**src/include/frt_params.svh**
```systemverilog
/*
 * Offsets, field positions, reset values and timing figures of the timer block.
 * Assumes a single 20 MHz system clock and byte-wide register accesses.
 */
// Functional notes
// - Timer runs from own timebase, accesses synchronous
// - 16-bit free counter counts at 4/6 MHz, wraps
// - Free count is the capture time base
// - Low byte read holds upper byte copy
// - Sample on low read, load on high write
// - Periodic event every 1024 microseconds
// - Event on every free counter wrap
// - Wrap event uses priority 17, vector 44h
// - Interval value read latches upper nibble
// - Upper nibble read: held bits, top zero
`ifndef FRT_PARAMS_SVH
`define FRT_PARAMS_SVH

// Register offsets.
`define FRT_OFS_FREE_LO     8'h20
`define FRT_OFS_FREE_HI     8'h21
`define FRT_OFS_INTV_LO     8'h26
`define FRT_OFS_INTV_HI     8'h27
`define FRT_OFS_RELOAD_LO   8'h28
`define FRT_OFS_RELOAD_HI   8'h29
`define FRT_OFS_CONFIG      8'h2a
`define FRT_OFS_STATUS      8'h2b
`define FRT_OFS_MASK        8'h2c
`define FRT_OFS_CAPT_LO     8'h2d
`define FRT_OFS_CAPT_HI     8'h2e

// Reset values.
`define FRT_RST_BYTE        8'h00
`define FRT_RST_FREE        16'h0000
`define FRT_RST_INTV        12'h000
`define FRT_RST_EVENTS      3'h0
`define FRT_RST_ACC         6'h00
`define FRT_RST_US          3'h0
`define FRT_RST_NIBBLE      4'h0

// Field positions.
`define FRT_CFG_SEL6_BIT    0

// Timing: system clock and timebase rates in MHz, periodic interval in microseconds.
`define FRT_CLK_MHZ         6'h14
`define FRT_TB_SLOW_MHZ     6'h04
`define FRT_TB_FAST_MHZ     6'h06
`define FRT_PERIOD_US       1024
`define FRT_PERIOD_CNT_W    $clog2(`FRT_PERIOD_US)

// Interrupt priorities and vectors.
`define FRT_PRIO_MS         5'h0d
`define FRT_PRIO_INTV       5'h0e
`define FRT_PRIO_WRAP       5'h11
`define FRT_VEC_MS          8'h34
`define FRT_VEC_INTV        8'h38
`define FRT_VEC_WRAP        8'h44
`define FRT_VEC_NONE        8'h00

`endif

```
**src/include/frt_pkg.sv**
```systemverilog
/*
 * Types shared by the timer block.
 * Assumes frt_params.svh supplies all numeric constants.
 */
package frt_pkg;

    // Bit positions of the three events in status and mask.
    typedef enum logic [1:0]
    {
        FRT_EV_MS   = 2'h0,
        FRT_EV_INTV = 2'h1,
        FRT_EV_WRAP = 2'h2
    } frt_event_t;

    typedef logic [7:0] frt_addr_t;
    typedef logic [7:0] frt_byte_t;

endpackage : frt_pkg

```
**src/rtl/frt_timer.sv**
```systemverilog
/*
 * Free-running 16-bit counter and 12-bit programmable interval timer with
 * a byte-wide register port, sticky event status and one interrupt line.
 * Assumes a 20 MHz clock, a synchronous active-high reset and a register
 * master that never asserts both strobes at once.
 */
// Strobed register access was chosen for this implementation.
`timescale 1ns/100ps
`include "frt_params.svh"

module frt_timer
#(
    parameter int INTV_W = 12,
    parameter int FREE_W = 16
)
(
    // Clock and reset.
    input  wire logic              clk,
    input  wire logic              srst,
    // Register port.
    input  wire frt_pkg::frt_addr_t addr,
    input  wire frt_pkg::frt_byte_t wr_data,
    input  wire logic              wr_en,
    input  wire logic              rd_en,
    output frt_pkg::frt_byte_t     rd_data,
    // Capture pin, asynchronous to clk.
    input  wire logic              capture_in,
    // Interrupt outputs.
    output logic                   irq,
    output logic [7:0]             irq_vector
);

    // Width of the microsecond count that spans one periodic interval.
    localparam int MS_W = `FRT_PERIOD_CNT_W;

    // Timebase state.
    logic [5:0]          tb_acc;
    logic [6:0]          next_tb_sum;
    logic [5:0]          tb_rate;
    logic                tb_tick;
    logic [2:0]          us_cnt;
    logic                us_tick;
    logic [MS_W-1:0]     ms_cnt;

    // Counters and holding registers.
    logic [FREE_W-1:0]   free_cnt;
    logic [7:0]          free_lo_pend;
    logic [7:0]          free_hold;
    logic [INTV_W-1:0]   intv_cnt;
    logic [INTV_W-1:0]   reload;
    logic [3:0]          intv_hold;
    logic [FREE_W-1:0]   capt;

    // Control and interrupt registers.
    logic [7:0]          config_reg;
    logic [2:0]          status;
    logic [2:0]          mask;
    logic [2:0]          ev;
    logic [2:0]          pending;

    // Capture synchroniser.
    logic                cap_s1;
    logic                cap_s2;
    logic                cap_s3;
    logic                cap_lvl;
    logic                cap_edge;

    // Decoded accesses.
    logic                wr_free_lo;
    logic                wr_free_hi;
    logic                wr_rel_lo;
    logic                wr_rel_hi;
    logic                wr_cfg;
    logic                wr_mask;
    logic                rd_free_lo;
    logic                rd_intv_lo;
    logic                rd_status;

    // Decodes are plain compares; unmapped offsets fall through to zero.
    assign wr_free_lo = wr_en && (addr == `FRT_OFS_FREE_LO);
    assign wr_free_hi = wr_en && (addr == `FRT_OFS_FREE_HI);
    assign wr_rel_lo  = wr_en && (addr == `FRT_OFS_RELOAD_LO);
    assign wr_rel_hi  = wr_en && (addr == `FRT_OFS_RELOAD_HI);
    assign wr_cfg     = wr_en && (addr == `FRT_OFS_CONFIG);
    assign wr_mask    = wr_en && (addr == `FRT_OFS_MASK);
    assign rd_free_lo = rd_en && (addr == `FRT_OFS_FREE_LO);
    assign rd_intv_lo = rd_en && (addr == `FRT_OFS_INTV_LO);
    assign rd_status  = rd_en && (addr == `FRT_OFS_STATUS);

    // The timebase is a fractional divider off clk, so both 4 and 6 MHz keep
    // an exact average rate even though 20 MHz is not a multiple of 6.
    // Own timebase tick
    assign tb_rate = config_reg[`FRT_CFG_SEL6_BIT] ? `FRT_TB_FAST_MHZ : `FRT_TB_SLOW_MHZ;

    always_comb
    begin
        next_tb_sum = {1'b0, tb_acc} + {1'b0, tb_rate};
        tb_tick     = (next_tb_sum >= {1'b0, `FRT_CLK_MHZ});
    end

    // Accumulator of the fractional divider.
    always_ff @(posedge clk)
    begin
        if (srst)
            tb_acc <= `FRT_RST_ACC;
        else if (tb_tick)
            tb_acc <= 6'(next_tb_sum - {1'b0, `FRT_CLK_MHZ});
        else
            tb_acc <= next_tb_sum[5:0];
    end

    // One microsecond is tb_rate timebase ticks. The compare is >= so that a
    // rate change in mid-count cannot strand the counter above its end.
    assign us_tick = tb_tick && ({3'h0, us_cnt} >= (tb_rate - 6'h01));

    always_ff @(posedge clk)
    begin
        if (srst)
            us_cnt <= `FRT_RST_US;
        else if (us_tick)
            us_cnt <= 3'h0;
        else if (tb_tick)
            us_cnt <= us_cnt + 3'h1;
    end

    // Microsecond count that rolls over once per periodic interval.
    // It ignores writes to the free count, so the periodic rate never jitters.
    always_ff @(posedge clk)
    begin
        if (srst)
            ms_cnt <= '0;
        else if (us_tick)
            ms_cnt <= ms_cnt + MS_W'(1);
    end

    // A write to the low byte is parked until the high byte arrives.
    // Low byte first
    always_ff @(posedge clk)
    begin
        if (srst)
            free_lo_pend <= `FRT_RST_BYTE;
        else if (wr_free_lo)
            free_lo_pend <= wr_data;
    end

    // Free counter: the high-byte write loads all 16 bits in one cycle, which
    // takes precedence over the tick in that cycle.
    // Load on high write
    always_ff @(posedge clk)
    begin
        if (srst)
            free_cnt <= `FRT_RST_FREE;
        else if (wr_free_hi)
            free_cnt <= {wr_data, free_lo_pend};
        else if (tb_tick)
            free_cnt <= free_cnt + FREE_W'(1);
    end

    // The high byte is copied in the cycle the low byte is read.
    // A high read with no low read before it returns the older copy.
    // Hold upper byte
    always_ff @(posedge clk)
    begin
        if (srst)
            free_hold <= `FRT_RST_BYTE;
        else if (rd_free_lo)
            free_hold <= free_cnt[15:8];
    end

    // Capture pin passes three flops; the level changes only when the second
    // and third agree, which rejects single-sample glitches.
    // Only the second stage reads the first, so a metastable sample settles.
    always_ff @(posedge clk)
    begin
        if (srst)
        begin
            cap_s1  <= 1'b0;
            cap_s2  <= 1'b0;
            cap_s3  <= 1'b0;
            cap_lvl <= 1'b0;
        end
        else
        begin
            cap_s1 <= capture_in;
            cap_s2 <= cap_s1;
            cap_s3 <= cap_s2;
            if (cap_s2 == cap_s3)
                cap_lvl <= cap_s3;
        end
    end

    assign cap_edge = (cap_s2 == cap_s3) && cap_s3 && !cap_lvl;

    // A rising capture edge samples the free count.
    // Capture time base
    always_ff @(posedge clk)
    begin
        if (srst)
            capt <= `FRT_RST_FREE;
        else if (cap_edge)
            capt <= free_cnt;
    end

    // Reload register; the nibble write keeps only bits 3:0.
    // A nibble written before its low byte pairs with a stale low byte.
    // Reload byte order
    always_ff @(posedge clk)
    begin
        if (srst)
            reload <= `FRT_RST_INTV;
        else if (wr_rel_lo)
            reload[7:0] <= wr_data;
        else if (wr_rel_hi)
            reload[11:8] <= wr_data[3:0];
    end

    // Interval counter ticks once per microsecond and reloads at zero.
    // A reload of zero raises the event on every microsecond.
    // Count down, reload
    always_ff @(posedge clk)
    begin
        if (srst)
            intv_cnt <= `FRT_RST_INTV;
        else if (us_tick)
        begin
            if (intv_cnt == '0)
                intv_cnt <= reload;
            else
                intv_cnt <= intv_cnt - INTV_W'(1);
        end
    end

    // Upper nibble held at the instant the low byte is read.
    // Latch upper nibble
    always_ff @(posedge clk)
    begin
        if (srst)
            intv_hold <= `FRT_RST_NIBBLE;
        else if (rd_intv_lo)
            intv_hold <= intv_cnt[11:8];
    end

    // Events of this cycle.
    always_comb
    begin
        ev = `FRT_RST_EVENTS;
        ev[frt_pkg::FRT_EV_MS]   = us_tick && (&ms_cnt);
        ev[frt_pkg::FRT_EV_INTV] = us_tick && (intv_cnt == '0);
        // A load through the high byte is not an overflow, even at all ones.
        // Wrap event
        ev[frt_pkg::FRT_EV_WRAP] = tb_tick && !wr_free_hi && (&free_cnt);
    end

    // Sticky status, cleared by a read; a new event in the read cycle survives.
    // Such an event shows up in the next read, not in this one.
    always_ff @(posedge clk)
    begin
        if (srst)
            status <= `FRT_RST_EVENTS;
        else if (rd_status)
            status <= ev;
        else
            status <= status | ev;
    end

    // Configuration and mask registers.
    // Only the rate select bit is stored; the other bits read back as zero.
    always_ff @(posedge clk)
    begin
        if (srst)
        begin
            config_reg <= `FRT_RST_BYTE;
            mask       <= `FRT_RST_EVENTS;
        end
        else
        begin
            if (wr_cfg)
                config_reg <= {7'h00, wr_data[`FRT_CFG_SEL6_BIT]};
            if (wr_mask)
                mask <= wr_data[2:0];
        end
    end

    assign pending = status & mask;

    // Interrupt line and vector of the highest-priority pending event.
    // Keeping the vector in a flop holds the output free of decode glitches.
    // The vector follows status by one cycle, like the line itself.
    always_ff @(posedge clk)
    begin
        if (srst)
        begin
            irq        <= 1'b0;
            irq_vector <= `FRT_VEC_NONE;
        end
        else
        begin
            irq <= |pending;
            if (pending[frt_pkg::FRT_EV_MS])
                irq_vector <= `FRT_VEC_MS;
            else if (pending[frt_pkg::FRT_EV_INTV])
                irq_vector <= `FRT_VEC_INTV;
            else if (pending[frt_pkg::FRT_EV_WRAP])
                irq_vector <= `FRT_VEC_WRAP;
            else
                irq_vector <= `FRT_VEC_NONE;
        end
    end

    // Read data stand in the cycle after the strobe only; zero otherwise and
    // for unmapped offsets.
    // Reads change nothing but the two latches and the status bits.
    always_ff @(posedge clk)
    begin
        if (srst)
            rd_data <= `FRT_RST_BYTE;
        else if (!rd_en)
            rd_data <= `FRT_RST_BYTE;
        else
        begin
            unique case (addr)
                `FRT_OFS_FREE_LO:   rd_data <= free_cnt[7:0];
                `FRT_OFS_FREE_HI:   rd_data <= free_hold;
                `FRT_OFS_INTV_LO:   rd_data <= intv_cnt[7:0];
                `FRT_OFS_INTV_HI:   rd_data <= {4'h0, intv_hold};
                `FRT_OFS_RELOAD_LO: rd_data <= reload[7:0];
                `FRT_OFS_RELOAD_HI: rd_data <= {4'h0, reload[11:8]};
                `FRT_OFS_CONFIG:    rd_data <= config_reg;
                `FRT_OFS_STATUS:    rd_data <= {5'h00, status};
                `FRT_OFS_MASK:      rd_data <= {5'h00, mask};
                `FRT_OFS_CAPT_LO:   rd_data <= capt[7:0];
                `FRT_OFS_CAPT_HI:   rd_data <= capt[15:8];
                default:            rd_data <= `FRT_RST_BYTE;
            endcase
        end
    end

endmodule : frt_timer

```
**config.mk**
```make
export PLATFORM = sky130hd
export DESIGN_NAME = frt_timer
export DESIGN_NICKNAME = d
export VERILOG_FILES = /design/src/include/frt_pkg.sv /design/src/rtl/frt_timer.sv
export VERILOG_INCLUDE_DIRS = /design/src /design/src/include
export SDC_FILE = /design/constraint.sdc
export NUM_CORES = 1
export LEC_CHECK = 0
export ABC_AREA = 0
export BUFFER_PORTS_ARGS = -buffer_cell sky130_fd_sc_hd__buf_2
export CAP_MARGIN = 40
export CORE_UTILIZATION = 40
export CTS_CLUSTER_DIAMETER = 30
export DETAILED_ROUTE_END_ITERATION = 12
export PLACE_DENSITY_LB_ADDON = 0.25
export SYNTH_ARGS = -nofsm -noshare
export SYNTH_HDL_FRONTEND = slang
export SYNTH_SLANG_ARGS = --single-unit
```
**constraint.sdc**
```tcl
create_clock -name clk -period 2.4 [get_ports clk]
set_input_delay 0.36 -clock clk [delete_from_list [all_inputs] [get_ports clk]]
set_output_delay 0.36 -clock clk [all_outputs]
set_load 0.05 [all_outputs]
```
# --- Word level (Yosys, flattened, before mapping) ---
# Index checks and enable logic that the tools add are counted.
word_totals:
  reg_bits: 122
  latchBits: 0
  mem_bits_rw: 0
  mem_bits_ro: 0
  output_inout_bits: 17
  mem_count: 0
classes:
  n_addsub: 7
  multipliers: 0
  n_div: 0
  order_cmp: 2
  eq_ne: 12
  n_shift: 0
  mux: 10
  bitwise_logic: 4
  n_reduce_logical: 28
op_table:
  columns: ["cell", "count"]
  rows:
  - ["equality test 8 x 6 -> 1 bit, second input constant", 11]
  - ["one-hot mux 8 bit (11 select lines)", 1]
  - ["two-way mux 16 bit", 2]
  - ["two-way mux 6 bit", 3]
  - ["adder 16 x 1 -> 16 bit, second input constant", 1]
  - ["logical AND 1 bit", 16]
  - ["AND reduction 16 bit", 1]
  - ["logical NOT 12 bit", 1]
  - ["two-way mux 12 bit", 1]
  - ["subtractor 12 x 1 -> 12 bit, second input constant", 1]
  - ["adder 10 x 1 -> 10 bit, second input constant", 1]
  - ["AND reduction 10 bit", 1]
  - ["adder 6 x 3 -> 7 bit", 1]
  - [">= comparator 7 x 5 -> 1 bit, second input constant", 1]
  - ["two-way mux 7 bit", 1]
  - [">= comparator 3 x 6 -> 1 bit", 1]
  - ["OR reduction 2 bit", 3]
  - ["OR reduction 3 bit", 2]
  - ["subtractor 6 x 5 -> 6 bit, second input constant", 1]
  - ["subtractor 3 x 1 -> 4 bit, second input constant", 1]
  - ["adder 3 x 1 -> 3 bit, second input constant", 1]
  - ["AND 3 bit", 1]
  - ["two-way mux 3 bit", 1]
  - ["OR 3 bit", 1]
  - ["6 further kinds", 8]

# --- Depth between registers and ports, before layout ---
# Gate-level depths: netlist (run 1).
depth:
  ltp_word: 7
  depth_mapped: 10
  ltp_nobuf: 8

# --- Worst setup path after synthesis (run 1) ---
# No wires, ideal clock.
synth_timing:
  path_type: "reg-to-reg"
  start: "reg config_reg[0]"
  end: "reg ms_cnt[7]"
  setup_time_ns: 0.121
  t_arrival_ns: 2.339
  required_ns: 2.279
  setup_slack_ns: -0.060
  path_stages_with_launch: 11
  n_path_buf: 2
  period_less_slack_ns: 2.460
  cell_sequence: "dfxtp_1 ha_1 inv_1 ha_1 and3b_1 mux2_2 o21ba_2 buf_2 buf_2 nor3_1 mux2_2"
synth_between:
  elab_chain_cells: 4
  word_cells_on_any_way: 6
synth_rtl:
  columns: ["element", "line_no", "rtl"]
  rows:
  - ["from (decl)", "frt_timer.sv:55", "logic [7:0] config_reg;"]
  - ["from (signal assigned)", "frt_timer.sv:272", "config_reg <= `FRT_RST_BYTE;"]
  - ["from (signal assigned)", "frt_timer.sv:278", "config_reg <= {7'h00, wr_data[`FRT_CFG_SEL6_BIT]};"]
  - ["two-way mux 2 bit (no source line) (*)", null, null]
  - ["adder 6 x 3 -> 7 bit or subtractor 3 x 1 -> 4 bit (tied branches)", "frt_timer.sv:97, frt_timer.sv:114", null]
  - [">= comparator 7 x 5 -> 1 bit or >= comparator 3 x 6 -> 1 bit (tied branches)", "frt_timer.sv:98, frt_timer.sv:114", null]
  - ["logical AND 1 bit (*)", "frt_timer.sv:114", "assign us_tick = tb_tick && ({3'h0, us_cnt} >= (tb_rate - 6'h01));"]
  - ["to (signal assigned)", "frt_timer.sv:133", "ms_cnt <= ms_cnt + MS_W'(1);"]
  - ["to (decl)", "frt_timer.sv:43", "logic [MS_W-1:0] ms_cnt;"]
# Mark *: on every way between the ends. The rest lies on a longest branch, timed or not.
# A chain may end at the register's enable or synchronous reset.

# --- Worst setup path after layout (run 1) ---
layout_timing:
  start: "reg tb_acc[1]"
  end: "reg free_cnt[14]"
layout_between:
  elab_chain_cells: 3
layout_rtl:
  columns: ["element", "line_no", "rtl"]
  rows:
  - ["from (decl)", "frt_timer.sv:37", "logic [5:0] tb_acc;"]
  - ["from (signal assigned)", "frt_timer.sv:105", "tb_acc <= `FRT_RST_ACC;"]
  - ["from (signal assigned)", "frt_timer.sv:107", "tb_acc <= 6'(next_tb_sum - {1'b0, `FRT_CLK_MHZ});"]
  - ["from (signal assigned)", "frt_timer.sv:109", "tb_acc <= next_tb_sum[5:0];"]
  - ["adder 6 x 3 -> 7 bit", "frt_timer.sv:97", "next_tb_sum = {1'b0, tb_acc} + {1'b0, tb_rate};"]
  - [">= comparator 7 x 5 -> 1 bit", "frt_timer.sv:98", "tb_tick = (next_tb_sum >= {1'b0, `FRT_CLK_MHZ});"]
  - ["nonzero test 2 bit (no source line)", null, null]
  - ["to (signal assigned)", "frt_timer.sv:152", "free_cnt <= `FRT_RST_FREE;"]
  - ["to (signal assigned)", "frt_timer.sv:154", "free_cnt <= {wr_data, free_lo_pend};"]
  - ["to (signal assigned)", "frt_timer.sv:156", "free_cnt <= free_cnt + FREE_W'(1);"]
  - ["to (decl)", "frt_timer.sv:46", "logic [FREE_W-1:0] free_cnt;"]
# Every way passes these cells.

==> impl_metrics.env, run 1 <==
export IMPL_status="completed"
export IMPL_drive_gt1_share_pct=18.7
export IMPL_initialDrtViolationCount=466
export IMPL_grt_antenna_before_repair=0
export IMPL_multi_input_area_sq_um=3440
export IMPL_wl_per_cell_um=18.1
export IMPL_vias=5650
export IMPL_grt_overflow=0
export IMPL_ys_warn_count=0
export IMPL_grt_pass1_vias=5362
export IMPL_design_area_sq_um=7260
export IMPL_r2r_start="tb_acc[1]"
export IMPL_antenna_cells=0
export IMPL_min_period_ps=2340
export IMPL_critPathKind="reg -> reg"
export IMPL_ant_nets=0
export IMPL_port_buffers=34
export IMPL_worstSetupStartpointType="flop"
export IMPL_crit_start="tb_acc[1]"
export IMPL_yosysTopAreaCell="dfxtp_1"
export IMPL_grt_pass1_wl_mm=28.2
export IMPL_finalHoldViolCount=0
export IMPL_synth_ff_type="dfxtp_1"
export IMPL_fillCellCount=1345
export IMPL_netlist_area_leader_share_pct=39.3
export IMPL_io_pins=38
export IMPL_syn_inst=725
export IMPL_ir_drop_uv=562
export IMPL_fp_dieArea_sq_um=15500
export IMPL_die_h_um=125
export IMPL_worst_slew_pin_slew_ps=680
export IMPL_fin_ws_ps=64.7
export IMPL_drcViolationCount=0
export IMPL_cts_buffers=17
export IMPL_worst_path_max_fanout=15
export IMPL_avgSynthCellArea_sq_um=8.29
export IMPL_grt_usage_pct=22.8
export IMPL_reg2reg_to="free_cnt[14]"
export IMPL_endpoint_kind="flop"
export IMPL_fin_crit_sh_pct=97.3
export IMPL_rsz0062_at_grt="false"
export IMPL_seqCellArea_sq_um=2360
export IMPL_cts_htree_levels=4
export IMPL_crit_arrival_ps=2660
export IMPL_ys_seq_area_share_pct=39.3
export IMPL_ys_seq_elements=118
export IMPL_clkTransAtPathRegs_ps=50
export IMPL_core_area_sq_um=14600
export IMPL_r2r_cells=9
export IMPL_top_regs="capt x16, free_cnt x16"
export IMPL_synth_area_leaders="dfxtp_1, mux2i_1, a21oi_1"
export IMPL_powerDensity_nw_per_um2=691
export IMPL_setup_viol=0
export IMPL_ctsHoldBuffers=0
export IMPL_leakagePower_nw=2.82
export IMPL_post_place_ws_ps=-28.2
export IMPL_worstSkewPairLatency_ps=420
export IMPL_start_util_pct=41.2
export IMPL_finalClockSkew_ps=9.98
export IMPL_synth_area_sq_um=6010
export IMPL_die_w_um=125
export IMPL_drv_slew=0
export IMPL_critPathCapture="free_cnt[14]"
export IMPL_hp_class="in -> reg"
export IMPL_max_freq_mhz=428
export IMPL_syn_to_final_growth_pct=20.7
export IMPL_r2r_slack_ps=60
export IMPL_synth_edf_count=0
export IMPL_fin_nets=797
export IMPL_grt_max_degree=63
export IMPL_placed_cell_area_sq_um=6510
export IMPL_synthArstFlopShare_pct=0
export IMPL_slew_limit_headroom_pct=54.6
export IMPL_drt_wl_total_mm=17.4
export IMPL_synth_distinct_cells=69
export IMPL_clockRootBuffer="clkbuf_16"
export IMPL_avgViaCountPerCell=5.89
export IMPL_dp_final_hpwl_mm=12.0
export IMPL_rows=44
export IMPL_place_congestion=0.868
export IMPL_clock_sinks=118
export IMPL_clockBufferDepth=2
export IMPL_drt_pass1_iter_count=5
export IMPL_cap_violations=0
export IMPL_cts_tree="done"
export IMPL_crit_required_ps=2720
power by group:
group          switching, W  internal, W  leakage, nW
Sequential        0.0000221      0.00197        0.952
Clock              0.000878      0.00177        0.305
Combinational      0.000220     0.000151         1.56
worst min-delay path by stage:
stage / from / endpoint / cells past startpoint / slack (ps)
after floorplan: cap_s1 / cap_s2 / 1 / 410
after global placement: free_hold[6] / free_hold[6] / 2 / 440
after detailed placement: free_hold[3] / free_hold[3] / 2 / 440
after CTS: capture_in / cap_s1 / 2 / 190
after global routing: capture_in / cap_s1 / 2 / 180
final: capture_in / cap_s1 / 2 / 190
cells in the final DEF, fill, tap and decap left out, types with 4 or more instances in the layout:
cell type and count:
dfxtp_1 116, nand2_1 87, a21oi_1 64, nor2_1 62, mux2i_1 41, buf_4 38
buf_2 33, nand3_1 28, o21ai_0 27, clkbuf_16 17, nand4_1 16, inv_1 12
o31ai_1 12, a311oi_1 12, nor2b_1 11, nor3_1 11, or4_1 11, mux2_2 10
ha_1 10, or3_1 9, a22oi_1 8, and3_1 8, nand2b_1 5, nor4_1 5
a211oi_1 5, nor3b_1 5, and4_1 5, o22ai_1 5, clkinv_2 5, xnor2_1 4
and2_1 4, bufinv_16 4
per-layer routing:
metal / track usage (%) / vias up / routed length, um
met4: 8.86 / 0 / 371
li1: - / 2727 / -
met5: 0 / - / 0
met2: 34.5 / 181 / 7820
met1: 31.4 / 2710 / 8110
met3: 5.24 / 32 / 1050
layout make-up:
cell class | instances | share of cell area [%]
Clock buffer | 20 | 6.29
Clock inverter | 10 | 2.12
Inverter | 13 | 0.672
Multi-Input combinational cell | 538 | 47.4
Sequential cell | 118 | 32.6
Tap cell | 184 | 3.17
Timing Repair Buffer | 77 | 7.79
critical path, cell delays in order, from the launching register on:
cell and delay (ps):
dfxtp_2 320, ha_1 200, inv_2 60, ha_4 130
and3b_2 210, mux2_4 210, o21ba_4 170, buf_12 150
or4_1 510, a311oi_1 270
cell families after synthesis:
group / share of synthesized area [%]
AND/OR/NAND/NOR: 25.2
AO/OA/AOI/OAI: 18.8
flip-flops: 39.3
buffers and inverters: 4.95
multiplexers: 8.89
adder cells (fa/ha/maj): 2.29
XOR/XNOR: 0.583
other: 0.0624
metrics by stage:
stage | util, % | power [W] | hold WS [ps] | setup TNS (ps) | cells
5_1_grt | 49.7 | 0.00519 | 180 | 0 | 960
2_1_floorplan | - | 0.00223 | 414 | 0 | 727
4_1_cts | 49.3 | 0.00503 | 186 | 0 | 958
6_report | 49.7 | 0.00501 | 193 | 0 | 960
3_3_place_gp | 44.6 | 0.00234 | 438 | 0 | 926
3_5_place_dp | 44.6 | 0.00235 | 444 | -28.2 | 926
Yosys cell counts, drive strengths merged, types with 3 or more instances:
| master | number |
|---|---|
| nor2b | 11 |
| nor4b | 3 |
| or4 | 14 |
| or3b | 3 |
| nand2 | 87 |
| a31o | 3 |
| a22o | 3 |
| a22oi | 8 |
| nor3b | 5 |
| o31ai | 12 |
| ha | 11 |
| or2 | 3 |
| inv | 13 |
| a32oi | 3 |
| a211o | 3 |
| or3 | 10 |
| and3 | 8 |
| buf | 19 |
| a211oi | 5 |
| and4 | 5 |
| and2 | 4 |
| dfxtp | 118 |
| nand4 | 16 |
| o21ai | 27 |
| nand3 | 28 |
| clkbuf | 39 |
| xnor2 | 4 |
| mux2 | 11 |
| nor4 | 5 |
| mux2i | 41 |
| o41ai | 3 |
| o22ai | 5 |
| a21o | 3 |
| nand3b | 3 |
| nand2b | 7 |
| or4b | 3 |
| a311oi | 13 |
| nor2 | 62 |
| nor3 | 13 |
| a21oi | 67 |
| a31oi | 4 |
what timing repair did:
item,in CTS,in global routing
endpoints found under the setup margin,8,22
setup buffers,1,2
pin swaps,3,5
resized for setup,8,10
cloned,1,0
(Power assumes the default switching activity.)
==> inputs of run 2 (changes only) <==
Settings changed: ABC_AREA 0 to default, CTS_BUF_LIST from default to sky130_fd_sc_hd__clkbuf_4 sky130_fd_sc_hd__clkbuf_8 sky130_fd_sc_hd__clkbuf_16.
==> impl_metrics.env, run 2 (synthesis results as in run 1) <==
export IMPL_layout_commonest_cell="dfxtp_1"
export IMPL_worstHoldStart="capture_in"
export IMPL_cap_violations=0
export IMPL_ir_drop_uv=555
export IMPL_reg2reg_to="intv_cnt[11]"
export IMPL_grt_antenna_before_repair=0
export IMPL_fin_crit_sh_pct=97.2
export IMPL_rsz0062_at_grt="true"
export IMPL_slew_limit_headroom_pct=54.5
export IMPL_crit_chain="ha_1 -> inv_1 -> ha_2 -> and3b_2 -> mux2_4 -> o21ba_4 -> buf_12 -> buf_4 -> or4_1 -> a21oi_1"
export IMPL_cts_tree="done"
export IMPL_grt_overflow=0
export IMPL_leakagePower_nw=2.81
export IMPL_cts_buffers=17
export IMPL_final_cell_mix="dfxtp_1, nand2_1, a21oi_1"
export IMPL_clock_sinks=118
export IMPL_max_freq_mhz=429
export IMPL_drive_gt1_share_pct=19.0
export IMPL_placed_cell_area_sq_um=6510
export IMPL_fillCellCount=1347
export IMPL_critPathKind="reg -> reg"
export IMPL_hp_class="in -> reg"
export IMPL_initialDrtViolationCount=421
export IMPL_crit_required_ps=2740
export IMPL_holdPathStages=2
export IMPL_grt_max_degree=63
export IMPL_tns_ps=0
export IMPL_design_area_sq_um=7250
export IMPL_worstSkewPairLatency_ps=410
export IMPL_min_period_ps=2330
export IMPL_grt_usage_pct=22.6
export IMPL_fp_dieArea_sq_um=15500
export IMPL_dp_final_hpwl_mm=12.0
export IMPL_worstSetupStartpointType="flop"
export IMPL_critPathSlowestCell="or4_1"
export IMPL_grt_pass1_wl_mm=28.1
export IMPL_r2r_start="tb_acc[1]"
export IMPL_clkTransAtPathRegs_ps=50
export IMPL_status="completed"
export IMPL_finalClockSkew_ps=11.1
export IMPL_drv_slew=0
export IMPL_avgViaCountPerCell=5.89
export IMPL_drt_wl_total_mm=17.2
export IMPL_r2r_slack_ps=70
export IMPL_start_util_pct=41.2
export IMPL_die_w_um=125
export IMPL_hold_end="cap_s1"
export IMPL_final_util_pct=49.7
export IMPL_wl_per_cell_um=17.9
export IMPL_drcViolationCount=0
export IMPL_antenna_cells=0
export IMPL_max_stage_delay_ps=500
export IMPL_crit_arrival_ps=2670
export IMPL_r2r_cells=10
export IMPL_vias=5639
export IMPL_grt_pass1_vias=5354
export IMPL_powerDensity_nw_per_um2=690
export IMPL_port_buffers=34
export IMPL_worst_path_max_fanout=15
export IMPL_p_total_w=0.00500
export IMPL_clockBufferDepth=2
export IMPL_clockRootBuffer="clkbuf_16"
export IMPL_top_regs="capt x16, free_cnt x16"
export IMPL_io_pins=38
export IMPL_worst_slew_pin_slew_ps=682
export IMPL_endpoint_kind="flop"
export IMPL_cts_htree_levels=4
export IMPL_core_area_sq_um=14600
export IMPL_fin_nets=795
export IMPL_die_h_um=125
export IMPL_ctsHoldBuffers=0
export IMPL_drt_pass1_iter_count=6
export IMPL_finalHoldViolCount=0
export IMPL_place_congestion=0.868
export IMPL_rows=44
export IMPL_syn_to_final_growth_pct=20.7
export IMPL_setup_viol=0
export IMPL_ant_nets=0
run 2: cell count changes in the layout (fill, tap and decap cells not counted), sizes merged:
cell,before,now
buf,76,74
run 2: worst max-delay path by stage:
stage,startpoint,endpoint,slack [ps],cells past startpoint
4_1_cts,tb_acc[1],intv_cnt[9],10,9
5_1_grt,tb_acc[1],intv_cnt[11],-30,10
2_1_floorplan,config_reg[0],intv_cnt[8],0.9,9
3_3_place_gp,tb_acc[1],intv_cnt[9],40,9
3_5_place_dp,tb_acc[1],intv_cnt[9],-30,9
6_report,tb_acc[1],intv_cnt[11],70,10
run 2: through the flow:
stage | cells | hold slack (ps) | setup slack, ps
after floorplan | 727 | 414 | 0.857
after global placement | 926 | 438 | 40.3
after detailed placement | 926 | 444 | -28.2
after CTS | 958 | 192 | 12.1
after global routing | 958 | 186 | -33.3
final | 958 | 197 | 68.1
run 2: final cells by class:
type | instances | area, sq um | share of cell area, %
Timing Repair Buffer | 75 | 551 | 7.59
Clock buffer | 20 | 460 | 6.35
Inverter | 13 | 48.8 | 0.673
Multi-Input combinational cell | 538 | 3440 | 47.5
Tap cell | 184 | 230 | 3.17
Clock inverter | 10 | 154 | 2.12
Sequential cell | 118 | 2360 | 32.6
run 2: worst max-delay path: cells and delay by family (launching register included):
family                     cells  cell delay, ps
and+or+nand+nor                2             720
adders and majority gates      2             360
buffers and inverters          3             360
DFF                            1             320
AOI/OAI and AO/OA              2             300
muxes                          1             210
run 2: per-layer routing:
metal	routed length [um]	share of wire (%)	GRT usage (%)	vias to the layer above
met5	0	0	0	-
met4	350	2.0	8.22	0
met3	885	5.2	4.98	31
met2	7690	45	34.4	165
met1	8230	48	31.3	2714
li1	-	-	-	2729
run 2: report_power, final:
group          internal, W  total, W  switching [W]
Sequential         0.00197   0.00200      0.0000219
Combinational     0.000140  0.000356       0.000216
Clock              0.00178   0.00265       0.000869
run 2: timing repair:
| action | in CTS | in global routing |
|---|---|---|
| gates resized for setup | 8 | 12 |
| setup endpoints to repair | 7 | 17 |
| gates cloned | 1 | 0 |
| buffers inserted | 1 | 0 |
| hold endpoints to repair | 0 | 0 |
| pin swaps | 3 | 11 |
